### src/fdc_pkg.sv
package fdc_pkg;
  localparam int NUM_DIES = 2;
  localparam int NUM_BLKS = 4;
  localparam int DIE_W = 1;
  localparam int BLK_W = 2;
  localparam int IDX_W = DIE_W + BLK_W;
  localparam int ADDR_W = 8;
  localparam int AXI_AW = 8;
  localparam int READ_LAT = 3;
  // ---------------------------------------------------------------
  // Register map
  // ---------------------------------------------------------------
  localparam logic [AXI_AW-1:0] ECR_OFS = 8'h00;
  localparam logic [AXI_AW-1:0] DIETYPE_OFS = 8'h04;
  localparam logic [AXI_AW-1:0] STATUS_OFS = 8'h08;
  localparam logic [AXI_AW-1:0] LOCK_OFS = 8'h0c;
  localparam logic [3:0] ECR_RST = 4'h0;
  localparam logic [NUM_DIES-1:0] DIETYPE_RST = 2'h0;
  localparam logic [1:0] RESP_OKAY = 2'h0;
  localparam logic [1:0] RESP_SLVERR = 2'h2;
  // ---------------------------------------------------------------
  // Pin command opcodes, carried in data bits 15:12 of a write
  // ---------------------------------------------------------------
  localparam logic [3:0] OP_PROG = 4'h4;
  localparam logic [3:0] OP_LOCK = 4'h1;
  localparam logic [3:0] OP_LOCKDN = 4'h2;
  localparam logic [3:0] OP_UNLOCK = 4'hd;

  typedef struct packed {
    logic sync;
    logic wait_hi;
    logic ds_hi;
    logic ds_en;
  } fdc_ecr_s;

  typedef struct packed {
    logic [NUM_DIES-1:0] sel_n;
    logic oe_n;
    logic we_n;
    logic frst_n;
    logic [1:0] wp_n;
    logic dsp;
    logic sclk;
    logic adv_n;
    logic [ADDR_W-1:0] addr;
    logic [15:0] data;
  } fdc_pins_s;
endpackage

### src/fdc_top.sv
`timescale 1ns/10ps
module fdc_top
  import fdc_pkg::*;
#(
  parameter int READ_LATENCY = READ_LAT
) (
  input wire logic aclk,
  input wire logic aresetn,
  input wire logic [AXI_AW-1:0] s_axi_awaddr,
  input wire logic s_axi_awvalid,
  output logic s_axi_awready,
  input wire logic [31:0] s_axi_wdata,
  input wire logic [3:0] s_axi_wstrb,
  input wire logic s_axi_wvalid,
  output logic s_axi_wready,
  output logic [1:0] s_axi_bresp,
  output logic s_axi_bvalid,
  input wire logic s_axi_bready,
  input wire logic [AXI_AW-1:0] s_axi_araddr,
  input wire logic s_axi_arvalid,
  output logic s_axi_arready,
  output logic [31:0] s_axi_rdata,
  output logic [1:0] s_axi_rresp,
  output logic s_axi_rvalid,
  input wire logic s_axi_rready,
  input wire fdc_pins_s pins,
  output logic [15:0] data_out,
  output logic data_oe,
  output logic data_invalid_flag,
  output logic data_invalid_oe
);
  localparam logic [3:0] LAT_INIT = 4'(READ_LATENCY);

  fdc_pins_s pin_q;
  fdc_ecr_s ecr_r;
  logic [NUM_DIES-1:0] nand_mask_r;
  logic [11:0] mem_r [NUM_DIES*NUM_BLKS];
  logic [NUM_DIES*NUM_BLKS-1:0] locked_r;
  logic [NUM_DIES*NUM_BLKS-1:0] lockdn_r;
  logic [ADDR_W-1:0] addr_r;
  logic [3:0] lat_r;
  logic adv_seen_r;
  logic ds_r;
  logic [7:0] wr_cnt_r;
  logic [7:0] rej_cnt_r;
  logic [15:0] data_r;
  logic flag_r;
  logic [DIE_W-1:0] wr_die;
  logic [DIE_W-1:0] rd_die;
  logic [IDX_W-1:0] wr_idx;
  logic [IDX_W-1:0] rd_idx;
  logic [3:0] opcode;
  logic sel_any;
  logic wr_evt;
  logic sync_edge;
  logic adv_rise;
  logic lat_take;
  logic wp_die;
  logic unlock_ok;
  logic aw_full_r;
  logic w_full_r;
  logic bvalid_r;
  logic [1:0] bresp_r;
  logic [AXI_AW-1:0] awaddr_r;
  logic [31:0] wdata_r;
  logic [3:0] wstrb_r;
  logic do_wr;
  logic rvalid_r;
  logic [1:0] rresp_r;
  logic [31:0] rdata_r;
  logic [31:0] rd_word;
  logic rd_hit;
  logic [NUM_DIES*NUM_BLKS*2-1:0] lock_word;

  // ---------------------------------------------------------------
  // Pin sampling and edge detection
  // ---------------------------------------------------------------
  always_ff @(posedge aclk) begin
    if (!aresetn) begin
      pin_q <= '1;
    end else begin
      pin_q <= pins;
    end
  end

  // Lowest selected die wins; hosts should never select two at once.
  always_comb begin
    wr_die = '0;
    rd_die = '0;
    for (int d = NUM_DIES - 1; d >= 0; d--) begin
      if (!pin_q.sel_n[d]) begin
        wr_die = DIE_W'(d);
      end
      if (!pins.sel_n[d]) begin
        rd_die = DIE_W'(d);
      end
    end
  end

  assign sel_any = ~&pins.sel_n;
  assign wr_idx = {wr_die, addr_r[BLK_W-1:0]};
  assign rd_idx = {rd_die, addr_r[BLK_W-1:0]};
  assign opcode = pin_q.data[15:12];
  assign sync_edge = !pin_q.sclk && pins.sclk;
  assign adv_rise = !pin_q.adv_n && pins.adv_n;
  // The write completes at the strobe's rising edge, using what was held while it was low.
  assign wr_evt = !pin_q.we_n && pins.we_n && !(&pin_q.sel_n) && pins.frst_n && !ds_r;
  assign lat_take = ecr_r.sync ? (sync_edge && !pins.adv_n && !adv_seen_r) : adv_rise;

  // Stack mode is implied by any die marked as NAND in the die type register.
  assign wp_die = (nand_mask_r != '0) ?
                  (nand_mask_r[wr_die] ? pin_q.wp_n[1] : pin_q.wp_n[0]) :
                  ((wr_die == '0) ? pin_q.wp_n[0] : pin_q.wp_n[1]);
  assign unlock_ok = !lockdn_r[wr_idx] || wp_die;

  // ---------------------------------------------------------------
  // Block locks and array
  // ---------------------------------------------------------------
  always_ff @(posedge aclk) begin
    if (!aresetn || !pins.frst_n) begin
      locked_r <= '1;
      lockdn_r <= '0;
    end else if (wr_evt) begin
      unique case (opcode)
        OP_LOCK: begin
          locked_r[wr_idx] <= 1'b1;
        end
        OP_LOCKDN: begin
          locked_r[wr_idx] <= 1'b1;
          lockdn_r[wr_idx] <= 1'b1;
        end
        OP_UNLOCK: begin
          if (unlock_ok) begin
            locked_r[wr_idx] <= 1'b0;
          end
        end
        default: begin
        end
      endcase
    end
  end

  always_ff @(posedge aclk) begin
    if (!aresetn) begin
      for (int i = 0; i < NUM_DIES * NUM_BLKS; i++) begin
        mem_r[i] <= '0;
      end
    end else if (wr_evt && opcode == OP_PROG && !locked_r[wr_idx]) begin
      mem_r[wr_idx] <= pin_q.data[11:0];
    end
  end

  always_ff @(posedge aclk) begin
    if (!aresetn) begin
      wr_cnt_r <= '0;
      rej_cnt_r <= '0;
    end else if (wr_evt) begin
      wr_cnt_r <= wr_cnt_r + 8'h01;
      if ((opcode == OP_UNLOCK && !unlock_ok) || (opcode == OP_PROG && locked_r[wr_idx])) begin
        rej_cnt_r <= rej_cnt_r + 8'h01;
      end
    end
  end

  // ---------------------------------------------------------------
  // Address latch and read latency
  // ---------------------------------------------------------------
  always_ff @(posedge aclk) begin
    if (!aresetn || !pins.frst_n) begin
      addr_r <= '0;
      lat_r <= '0;
      adv_seen_r <= 1'b0;
    end else begin
      if (pins.adv_n) begin
        adv_seen_r <= 1'b0;
      end else if (lat_take) begin
        adv_seen_r <= 1'b1;
      end
      if (lat_take && !ds_r) begin
        addr_r <= ecr_r.sync ? pins.addr : pin_q.addr;
        lat_r <= LAT_INIT;
      end else if (lat_r != '0 && (!ecr_r.sync || sync_edge)) begin
        lat_r <= lat_r - 4'h1;
      end
    end
  end

  // Deep sleep follows the pin level only while enabled; a level change needs one cycle.
  always_ff @(posedge aclk) begin
    if (!aresetn || !pins.frst_n) begin
      ds_r <= 1'b0;
    end else begin
      ds_r <= ecr_r.ds_en && (pins.dsp == ecr_r.ds_hi);
    end
  end

  // ---------------------------------------------------------------
  // Pin outputs
  // ---------------------------------------------------------------
  always_ff @(posedge aclk) begin
    if (!aresetn) begin
      data_r <= '0;
      flag_r <= 1'b0;
    end else begin
      data_r <= {lockdn_r[rd_idx], locked_r[rd_idx], 2'b00, mem_r[rd_idx]};
      flag_r <= ((lat_r != '0) || ds_r || !pins.frst_n) == ecr_r.wait_hi;
    end
  end

  assign data_out = data_r;
  assign data_invalid_flag = flag_r;
  assign data_oe = sel_any && !pins.oe_n;
  assign data_invalid_oe = sel_any && !pins.oe_n;

  // ---------------------------------------------------------------
  // Register slave
  // ---------------------------------------------------------------
  assign s_axi_awready = !aw_full_r && !bvalid_r;
  assign s_axi_wready = !w_full_r && !bvalid_r;
  assign do_wr = aw_full_r && w_full_r && !bvalid_r;
  assign s_axi_bvalid = bvalid_r;
  assign s_axi_bresp = bresp_r;
  assign s_axi_arready = !rvalid_r;
  assign s_axi_rvalid = rvalid_r;
  assign s_axi_rresp = rresp_r;
  assign s_axi_rdata = rdata_r;

  always_ff @(posedge aclk) begin
    if (!aresetn) begin
      aw_full_r <= 1'b0;
      w_full_r <= 1'b0;
      awaddr_r <= '0;
      wdata_r <= '0;
      wstrb_r <= '0;
      bvalid_r <= 1'b0;
      bresp_r <= RESP_OKAY;
    end else begin
      if (s_axi_awvalid && s_axi_awready) begin
        aw_full_r <= 1'b1;
        awaddr_r <= s_axi_awaddr;
      end else if (do_wr) begin
        aw_full_r <= 1'b0;
      end
      if (s_axi_wvalid && s_axi_wready) begin
        w_full_r <= 1'b1;
        wdata_r <= s_axi_wdata;
        wstrb_r <= s_axi_wstrb;
      end else if (do_wr) begin
        w_full_r <= 1'b0;
      end
      if (do_wr) begin
        bvalid_r <= 1'b1;
        bresp_r <= (awaddr_r == ECR_OFS || awaddr_r == DIETYPE_OFS ||
                    awaddr_r == STATUS_OFS || awaddr_r == LOCK_OFS) ? RESP_OKAY : RESP_SLVERR;
      end else if (s_axi_bready) begin
        bvalid_r <= 1'b0;
      end
    end
  end

  // Settings fall back to defaults on either reset, so a flash reset also disarms deep sleep.
  always_ff @(posedge aclk) begin
    if (!aresetn || !pins.frst_n) begin
      ecr_r <= ECR_RST;
      nand_mask_r <= DIETYPE_RST;
    end else if (do_wr && wstrb_r[0]) begin
      if (awaddr_r == ECR_OFS) begin
        ecr_r <= wdata_r[3:0];
      end
      if (awaddr_r == DIETYPE_OFS) begin
        nand_mask_r <= wdata_r[NUM_DIES-1:0];
      end
    end
  end

  always_comb begin
    for (int i = 0; i < NUM_DIES * NUM_BLKS; i++) begin
      lock_word[2*i+:2] = {lockdn_r[i], locked_r[i]};
    end
  end

  always_comb begin
    rd_word = '0;
    rd_hit = 1'b1;
    unique case (s_axi_araddr)
      ECR_OFS: rd_word[3:0] = ecr_r;
      DIETYPE_OFS: rd_word[NUM_DIES-1:0] = nand_mask_r;
      STATUS_OFS: rd_word[23:0] = {rej_cnt_r, wr_cnt_r, 5'h00, lat_r == '0, !pins.frst_n, ds_r};
      LOCK_OFS: rd_word[NUM_DIES*NUM_BLKS*2-1:0] = lock_word;
      default: rd_hit = 1'b0;
    endcase
  end

  always_ff @(posedge aclk) begin
    if (!aresetn) begin
      rvalid_r <= 1'b0;
      rresp_r <= RESP_OKAY;
      rdata_r <= '0;
    end else if (s_axi_arvalid && s_axi_arready) begin
      rvalid_r <= 1'b1;
      rdata_r <= rd_word;
      rresp_r <= rd_hit ? RESP_OKAY : RESP_SLVERR;
    end else if (s_axi_rready) begin
      rvalid_r <= 1'b0;
    end
  end
endmodule

### config.mk
export PLATFORM = sky130hd
export DESIGN_NAME = fdc_top
export DESIGN_NICKNAME = d
export VERILOG_FILES = /design/src/fdc_pkg.sv /design/src/fdc_top.sv
export SDC_FILE = /design/constraint.sdc
export NUM_CORES = 1
export LEC_CHECK = 0
export ABC_AREA = 0
export BUFFER_PORTS_ARGS = -buffer_cell sky130_fd_sc_hd__buf_2
export CAP_MARGIN = 10
export CORE_ASPECT_RATIO = 1.4
export CORE_MARGIN = 2
export CORE_UTILIZATION = 45
export CTS_CLUSTER_SIZE = 10
export DETAILED_ROUTE_END_ITERATION = 12
export PLACE_DENSITY = 0.66
export SLEW_MARGIN = 20
export SYNTH_ARGS = -nofsm -noshare
export SYNTH_HDL_FRONTEND = slang
export SYNTH_SLANG_ARGS = --single-unit
### constraint.sdc
create_clock -name aclk -period 3.3 [get_ports aclk]
set_clock_uncertainty 0.05 [all_clocks]
set_input_delay 0.495 -clock aclk [delete_from_list [all_inputs] [get_ports aclk]]
set_output_delay 0.495 -clock aclk [all_outputs]
set_load 0.02 [all_outputs]
==> results, run 1 <==
- Across all register-to-register paths, the minimum setup slack is 0.76 ns.
- The slowest stage of the critical path is the mux4_2 cell.
- The analysis attributes to net switching a power of 1.36 mW.
- The insertion delay to the later sink of the worst-skew pair is about 0.52 ns.
- Traced cell by cell, the critical path runs through mux4_2, nor2_1, nor3_1, nand4b_4, o21ai_1, buf_4.
- The die covers 0.0220 mm^2.
- Compared with the post-synthesis result, the final layout area differs by 16.4%.
- After clock tree synthesis, the clock-pin slew on the worst setup and hold paths is 0.05 ns.
- The worst path in the final design needs a cycle of 2.54 ns, including I/O delays and setup.
- The TritonCTS buffer count is 26.
- The count of vias placed by the detailed router is around 6400.
- The library cells used most frequently in the layout, excluding fill and tap cells, are dfxtp_1, buf_2, and2_1.
- Hold is met by around 0.1 ns.
- The post-DP HPWL is 14400 um.
- The tree is rooted in a clkbuf_16.
- The type of the setup path with the least slack is reg -> reg.
- In this run the cell area measured after placement is 0.0102 mm^2.
- The routed length per instance is 17.8 um.
- At the worst endpoint, the arrival time is 2.69 ns.
- The number of cells on the worst reg-to-reg path is 6.
- The final weighted congestion in routability-driven placement is 0.812.
- TritonCTS built the clock tree.
- The number of nets in the final layout is approximately 1000.
- The clock network fraction of total power is 42.0%.
- The number of unique standard cell types used by synthesis is between 50 and 60.
- The areal power density over the cells is 552 mW/mm^2.
- The count of endpoints failing hold in the final timing report is 0.
- The worst setup path is launched from a flip-flop.
- The first global-routing pass estimated 33500 um of wire.
- Across the run, the number of max-cap violations was 0.
- The summed instance area of the synthesized netlist is 0.00935 mm^2.
- The run finished with clean final reports.
- In this run the number of H-tree levels came out at 1.
- The maximum cell stage delay along the critical path is 0.58 ns.
- In this run, synthesis inferred 96 flip-flops with an integrated enable.
- The number of cells produced by synthesis is 830.
- Summed over all layers, the routed wires come to between 20000 and 25000 um.
- The number of antenna violations at the first check in global routing came to 0.
- The worst-path maximum fanout is 16.
- The max-slew headroom at the worst pin is between 30% and 40%.
- The maximum clock frequency is between 300 and 400 MHz.
- The worst-margin pin slew is 0.900 ns.
- Cells with a size suffix above 1 make up between 20% and 30% of the layout.
- The count of nets left with antenna violations once routing finished came out at 0.
- Setup repair after global routing left no endpoint under its margin.
- The post-CTS repair timing setup buffer count is 0.
- The number of flip-flops and latches in the synthesized netlist is 225.
- The total number of clock tree sinks is 225.
- The core outline area is 0.0205 mm^2.
- The worst ir drop on vdd is 0.000512 V.
- In the global route stage, overall resource usage came out at 19.5%.
- Combinational cells account for slightly above 7% of the total power.
- The critical path capture point type is a flip-flop.
- The net switching fraction of the power is 22.6%.
- The max-slew violation total from the final report is 0.
- The overall die width is between 100 and 150 um.
- The number of buffers inserted by hold repair at cts is 0.
- For this run, the detailed router's first-pass iteration total came to 7.
- The post-detailed-route via-to-cell ratio is 5.29.
- The worst hold path class is in -> reg.
- The portion of total power attributed to sequential cells is 50.8%.
- After synthesis, flip-flops and latches occupy around three fifths of the total area.
- The count of buffers added on input and output ports is 103.
- The number of global-route vias before repair is roughly 6300.
- The maximum count of clock buffers along a single path is 3.
- The number of design rule violations left after detail routing is 0.
- The floorplan has 62 rows.
- The area of all placed cells without fillers is 0.0109 mm^2.
- After clock tree synthesis, the repair step resized 0 gates.
- The number of diodes added for antenna fixing is 0.
- The warning count from the yosys run is 0.
- The count of endpoints failing setup in the final report is 0.
- The worst setup path startpoint is addr_r[0].
- The static leakage is 4.23 nW.
- In the final timing run, aggregate negative setup slack is 0 ns.
- Following the worst setup path forward leads to its endpoint at mem_r[0][10].
- The async set-reset flop share out of synthesis is 0%.
- The mean post-synth cell area is 11.3 um^2.
- The most used flip-flop cell after synthesis is dfxtp_1.
- Once the floorplan was initialized, standard cells occupied 45.7% of the core.
- The critical register-to-register path startpoint is addr_r[0].
- The die is approximately 170 um tall.
- The worst register-to-register path ends at mem_r[0][10].
- 153 I/O pins were placed.
- The violation count after the first detailed-route iteration is roughly 440.
- The internal power of the cells totals 4.64 mW.
- STA puts the critical path data required time at 3.45 ns.
- The sum of overflow across all layers after global routing is 0.
- The commonest non-fill, non-tap cell in the layout is dfxtp_1.
- The share of the clock period used by the worst path after layout is 76.9%.
- The pin count of the biggest net entering global routing is 74.
[power by group through the flow]
stage | sequential [mW] | combinational, mW | clock [mW]
after global placement | 3.11 | 0.433 | 0
final | 3.05 | 0.433 | 2.52
after CTS | 3.05 | 0.441 | 2.57
after floorplan | 3.12 | 0.281 | 0
after detailed placement | 3.11 | 0.439 | 0
after global routing | 3.06 | 0.478 | 2.67
[state kept, by name (all words and copies together) (netlist names), 8 cells and up, named ones only]
name and cells:
awaddr_r 8, mem_r 96, data_out 14, rej_cnt_r 8
pin_q 21, wr_cnt_r 8, s_axi_rdata 24, lockdn_r 8
[per-stage QoR]
step | setup slack, ns | cells | power [mW] | utilization [%]
2_1_floorplan | 0.389 | 841 | 3.40 | -
3_5_place_dp | 0.772 | 1168 | 3.55 | 49.6
3_3_place_gp | 0.809 | 1168 | 3.54 | 49.6
4_1_cts | 0.738 | 1208 | 6.07 | 53.2
6_report | 0.763 | 1208 | 6.00 | 53.2
5_1_grt | 0.577 | 1208 | 6.21 | 53.2
[per-layer routing]
layer / share of wire (%) / wire [um] / GRT usage [%] / vias up
met3: 4.7 / 1020 / 2.85 / 40
met5: 0 / 0 / 0 / -
li1: - / - / - / 3121
met4: 3.5 / 752 / 7.74 / 0
met1: 39 / 8500 / 22.6 / 3056
met2: 52 / 11300 / 35.9 / 170
[worst max-delay path: cells and delay by family, from the launching register on]
kind	cells	cell delay, ns
simple gates	3	0.58
mux	1	0.58
flops	1	0.50
buf+inv	1	0.27
compound gates	1	0.24
[Yosys cell counts, drive strengths merged, types with 4 or more instances]
cell type,n,area [um^2]
nand3b,5,37.5
mux2i,16,160
nand3,17,85.1
and3,5,31.3
mux4,29,657
nor2,71,267
o21ai,24,120
dfxtp,129,2580
nand4,5,31.3
ha,4,50.1
xor2,10,87.6
nand2,77,289
xnor2,5,43.8
or3,7,43.8
nor3,23,115
nand2b,29,181
buf,23,150
clkbuf,38,143
o21a,4,30.0
and2,99,619
a31oi,4,25.0
a21oi,51,259
inv,9,33.8
nor2b,4,25.0
o211ai,9,67.6
edfxtp,96,2880
a221oi,8,70.1
[cell families (layout without fill, tap and decap cells)]
kind of cell / count (synthesis) / in the layout / share of synthesized area (%)
xor gates and xnor gates: 15 / 15 / 1.40
buffers and inverters: 70 / 181 / 3.49
adders and majority gates: 4 / 4 / 0.535
other: 1 / 12 / 0.0401
DFF: 225 / 225 / 58.4
and+or+nand+nor: 357 / 357 / 20.0
AOI/OAI and AO/OA: 111 / 111 / 7.12
muxes: 47 / 47 / 8.98
[how the worst min path moves through the flow]
stage,startpoint,to,depth (start not counted)
2_1_floorplan,awaddr_r[6],awaddr_r[6],2
3_3_place_gp,s_axi_rdata[5],s_axi_rdata[5],2
3_5_place_dp,s_axi_rdata[19],s_axi_rdata[19],2
4_1_cts,pins[9],pin_q[9],2
5_1_grt,pins[27],pin_q[27],2
6_report,pins[27],pin_q[27],2
[area by class of cell]
class | count | area, um^2
Fill cell | 1816 | 9590
Sequential cell | 225 | 5470
Multi-Input combinational cell | 546 | 3610
Timing Repair Buffer | 132 | 733
Clock buffer | 39 | 721
Tap cell | 256 | 320
Inverter | 9 | 33.8
Clock inverter | 1 | 6.26
Note: power is estimated with default switching activity, not from simulation.
==> run 2: changes to the inputs <==
--- a/config.mk
+++ b/config.mk
@@ -5,7 +5,7 @@
 export SDC_FILE = /design/constraint.sdc
 export NUM_CORES = 1
 export LEC_CHECK = 0
-export ABC_AREA = 0
+export ABC_AREA = 1
 export BUFFER_PORTS_ARGS = -buffer_cell sky130_fd_sc_hd__buf_2
 export CAP_MARGIN = 10
 export CORE_ASPECT_RATIO = 1.4
@@ -13,7 +13,7 @@
 export CORE_UTILIZATION = 45
 export CTS_CLUSTER_SIZE = 10
 export DETAILED_ROUTE_END_ITERATION = 12
-export PLACE_DENSITY = 0.66
+export PLACE_DENSITY = 0.68
 export SLEW_MARGIN = 20
 export SYNTH_ARGS = -nofsm -noshare
 export SYNTH_HDL_FRONTEND = slang
==> constraint.sdc (replaced) <==
create_clock -name aclk -period 2.25 [get_ports aclk]
set_clock_uncertainty 0.05 [all_clocks]
set_input_delay 0.3375 -clock aclk [delete_from_list [all_inputs] [get_ports aclk]]
set_output_delay 0.3375 -clock aclk [all_outputs]
set_load 0.02 [all_outputs]
==> run 2 against run 1 <==
Total power rose by 50%. Critical endpoint is now mem_r[7][9]. Clock power grew 48%. Sequential share of layout area decreased by 2.7 points. Non-clock buffer count increased by 44. Setup slack worse by 0.50 ns. Clock-buffer cell count increased by 1. Die area up 2.9%. Routed wire length increased by 11%. Fmax is 27% higher.
==> results, run 2 <==
- Counting the fill cells in the layout gives 1953.
- The height of the die is around 180 um.
- The core outline area is 0.0211 mm^2.
- The cell count after placement is 1448.
- The required time reported for the critical path endpoint is 2.41 ns.
- TritonCTS built the clock tree.
- The post-CTS repair timing setup buffer count is 0.
- Wires add up to 23800 um.
- The worst-case IR drop observed on VDD is 0.000548 V.
- The layer flagged by global routing as most heavily used is met2.
- Data on the critical path arrives at its endpoint at 2.15 ns.
- The number of design rule violations left after detail routing is 0.
- For this run, global-route usage on met2 was measured as around 41%.
- The max-slew headroom at the worst pin is between 60% and 70%.
- Counting instances in the post-synthesis netlist gives the leading cell types as nor2_1, nand2_1, dfxtp_1.
- In the post-synthesis netlist, the biggest area contributors are edfxtp_1, dfxtp_1, nor2_1.
- Of all nets on the critical path, the largest fanout is 29.
- The clock period could shrink to 1.99 ns.
- In the synthesized netlist the async set-or-reset flop fraction comes to 0%.
- The final weighted congestion in routability-driven placement is roughly 0.91.
- After detailed routing, the average wire length per cell comes to 15.8 um.
- The final setup TNS is 0 ns.
- The floorplan has 63 rows.
- The area growth from synthesis to final layout is 19.4%.
- In this run, synthesis produced a sequential element count of approximately 230.
- The summed instance area of the synthesized netlist is roughly 0.0096 mm^2.
- The count of endpoints failing setup in the final report is 0.
- Setup repair after global routing left no endpoint under its margin.
- The library cells used most frequently in the layout, excluding fill and tap cells, are nor2_1, nand2_1, dfxtp_1.
- The number of antenna violations at the first check in global routing came to 0.
- Using the TritonRoute via totals, the vias-per-cell ratio works out to 5.16.
- The maximum clock frequency is about 500 MHz.
- Across the run, the number of max-cap violations was 0.
- The die covers between 0.02 and 0.025 mm^2.
- The TritonCTS buffer count is 26.
- The worst-margin pin slew is 0.565 ns.
- The nature of the critical path startpoint is a flip-flop.
- The worst path uses between 80 and 90% of the clock period.
- In this run the static leakage power is between 5 and 6 nW.
- The first global-routing pass estimated 38200 um of wire.
- The top-area cell type share of the netlist area is 29.9%.
- The number of cells produced by synthesis is 1088.
- After the flow finishes, the layout carries non-filler instances totaling between 1500 and 2000.
- The number of global-route vias before repair is 7738.
- Cells with a size suffix above 1 make up 18.5% of the layout.
- The synthesized netlist contains 41 unique library cells.
- The sum of overflow across all layers after global routing is 0.
- The top register by number of flip-flops is mem_r.
- The overall die width is 128 um.
- The total iterations of the first detailed-routing run is 5.
- The H-tree depth is 1.
- The cell type contributing the most total cell area after synthesis is edfxtp_1.
- The net count of the finished layout is between 1000 and 1500.
- The number of flip-flops in the largest register is 96.
- For this block, the via count after detailed routing is around 8000.
- The dominant register cell in the synthesized netlist is dfxtp_1.
- The met1 capacity usage during global routing is a little under a quarter.
- The post-CTS clock slew at the launch and capture registers of the worst setup and hold paths is 0.06 ns.
- The flow ran to the end, and the final reports show no timing, DRC or antenna violations.
- In this run the count of I/O pins placed on the die edge is 153.
- The count of nets left with antenna violations once routing finished came out at 0.
- The dominant cell by count in the synthesized netlist is nor2_1.
- After the first detailed-routing iteration, the DRC count stood at approximately 530.
- No sink is reached through more buffers than the 3 on the longest clock path.
- For this configuration, the core starts out at a cell density of 45.6%.
- During synthesis, Yosys emitted a total of 0 warnings.
- For the worst-skew pair, the clock arrives at the later sink with an insertion delay of 0.52 ns.
- The worst hold path class is in -> reg.
- Buffers placed on the I/O ports in this run total between 100 and 150.
- The areal power density over the cells is 783 mW/mm^2.
- Sequential cells were found to cover 56.7% of the synthesized design area.
- The repair_antennas step left the layout with diodes totalling 0.
- The mean post-synth cell area is ~8.9 um^2.
- The post-DP HPWL is 16600 um.
- Global routing used 21.2% of the available tracks.
- The type of the setup path with the least slack is reg -> reg.
- The critical path capture point type is a flip-flop.
- The count of flip-flops with a built-in enable after synthesis is 96.
- The max-slew violation total from the final report came to 0.
- The count of endpoints failing hold in the final timing report came to 0.
- The global routing usage on met3 is 2.30%.
- The tree is rooted in a clkbuf_16.
- The clock drives 225 sinks.
- The commonest non-fill, non-tap cell in the layout is nor2_1.
- Entering global routing, the biggest net connects between 40 and 50 pins.
## run 2: report_power, final
group / internal, mW / switching [mW]
sequential: 4.41 / 0.0634
combinational: 0.272 / 0.506
clock: 2.19 / 1.56
total: 6.88 / 2.13
## run 2: cell families (layout without fill, tap and decap cells)
logic type      count (synthesis)  in the layout  share of synthesized area, %
fa+ha+maj                       4              4                         0.520
compound gates                215            215                          11.9
flops                         225            225                          56.7
xor+xnor                       10             10                         0.909
simple gates                  485            485                          22.6
other cells                     1             12                        0.0389
buf+inv                       148            301                          7.28
## run 2: layer usage
layer | up-vias | routed length (um)
li1 | 3886 | -
met5 | - | 0
met2 | 188 | 12800
met3 | 50 | 905
met1 | 3673 | 9420
met4 | 0 | 727
## run 2: cell type report
type | count | area (um^2) | area share, %
well taps | 260 | 325 | 2.83
multi-input cells | 726 | 3510 | 30.5
inverters | 84 | 318 | 2.76
clock inverters | 1 | 16.3 | 0.141
repair buffers | 176 | 1150 | 9.96
clock buffers | 40 | 724 | 6.30
flip-flops and latches | 225 | 5470 | 47.5
## run 2: what timing repair did
action	CTS	global route
setup endpoints to repair	0	0
hold endpoints to repair	23	0
gates resized for setup	0	0
hold buffers	23	0
## run 2: critical path, cell delays in order, from the launching register on
cell	delay, ns
dfxtp_1	0.48
inv_2	0.14
buf_12	0.19
nor3_1	0.28
buf_4	0.19
nand2_4	0.05
nand2_1	0.06
buf_4	0.23
## run 2: final timing paths
path / from / endpoint / slack, ns / cells past startpoint
min reg2reg: awaddr_r[3] / awaddr_r[3] / 0.40 / 2
max: addr_r[1] / mem_r[7][9] / 0.26 / 7
max reg2reg: addr_r[1] / mem_r[7][9] / 0.26 / 7
min: pins[30] / pin_q[30] / 0.009 / 2
## run 2: stage by stage
stage / util [%] / setup slack, ns / hold slack (ns) / area, um^2 / total power, mW
global route: 54.4 / 0.131 / 0.0126 / 11500 / 9.31
global placement: 49.9 / 0.261 / 0.393 / 10500 / 5.29
detailed placement: 49.9 / 0.217 / 0.398 / 10500 / 5.31
floorplan: - / 0.256 / 0.379 / 9670 / 5.05
finish: 54.4 / 0.259 / 0.00879 / 11500 / 9.00
CTS: 54.4 / 0.270 / 0.00146 / 11500 / 9.06
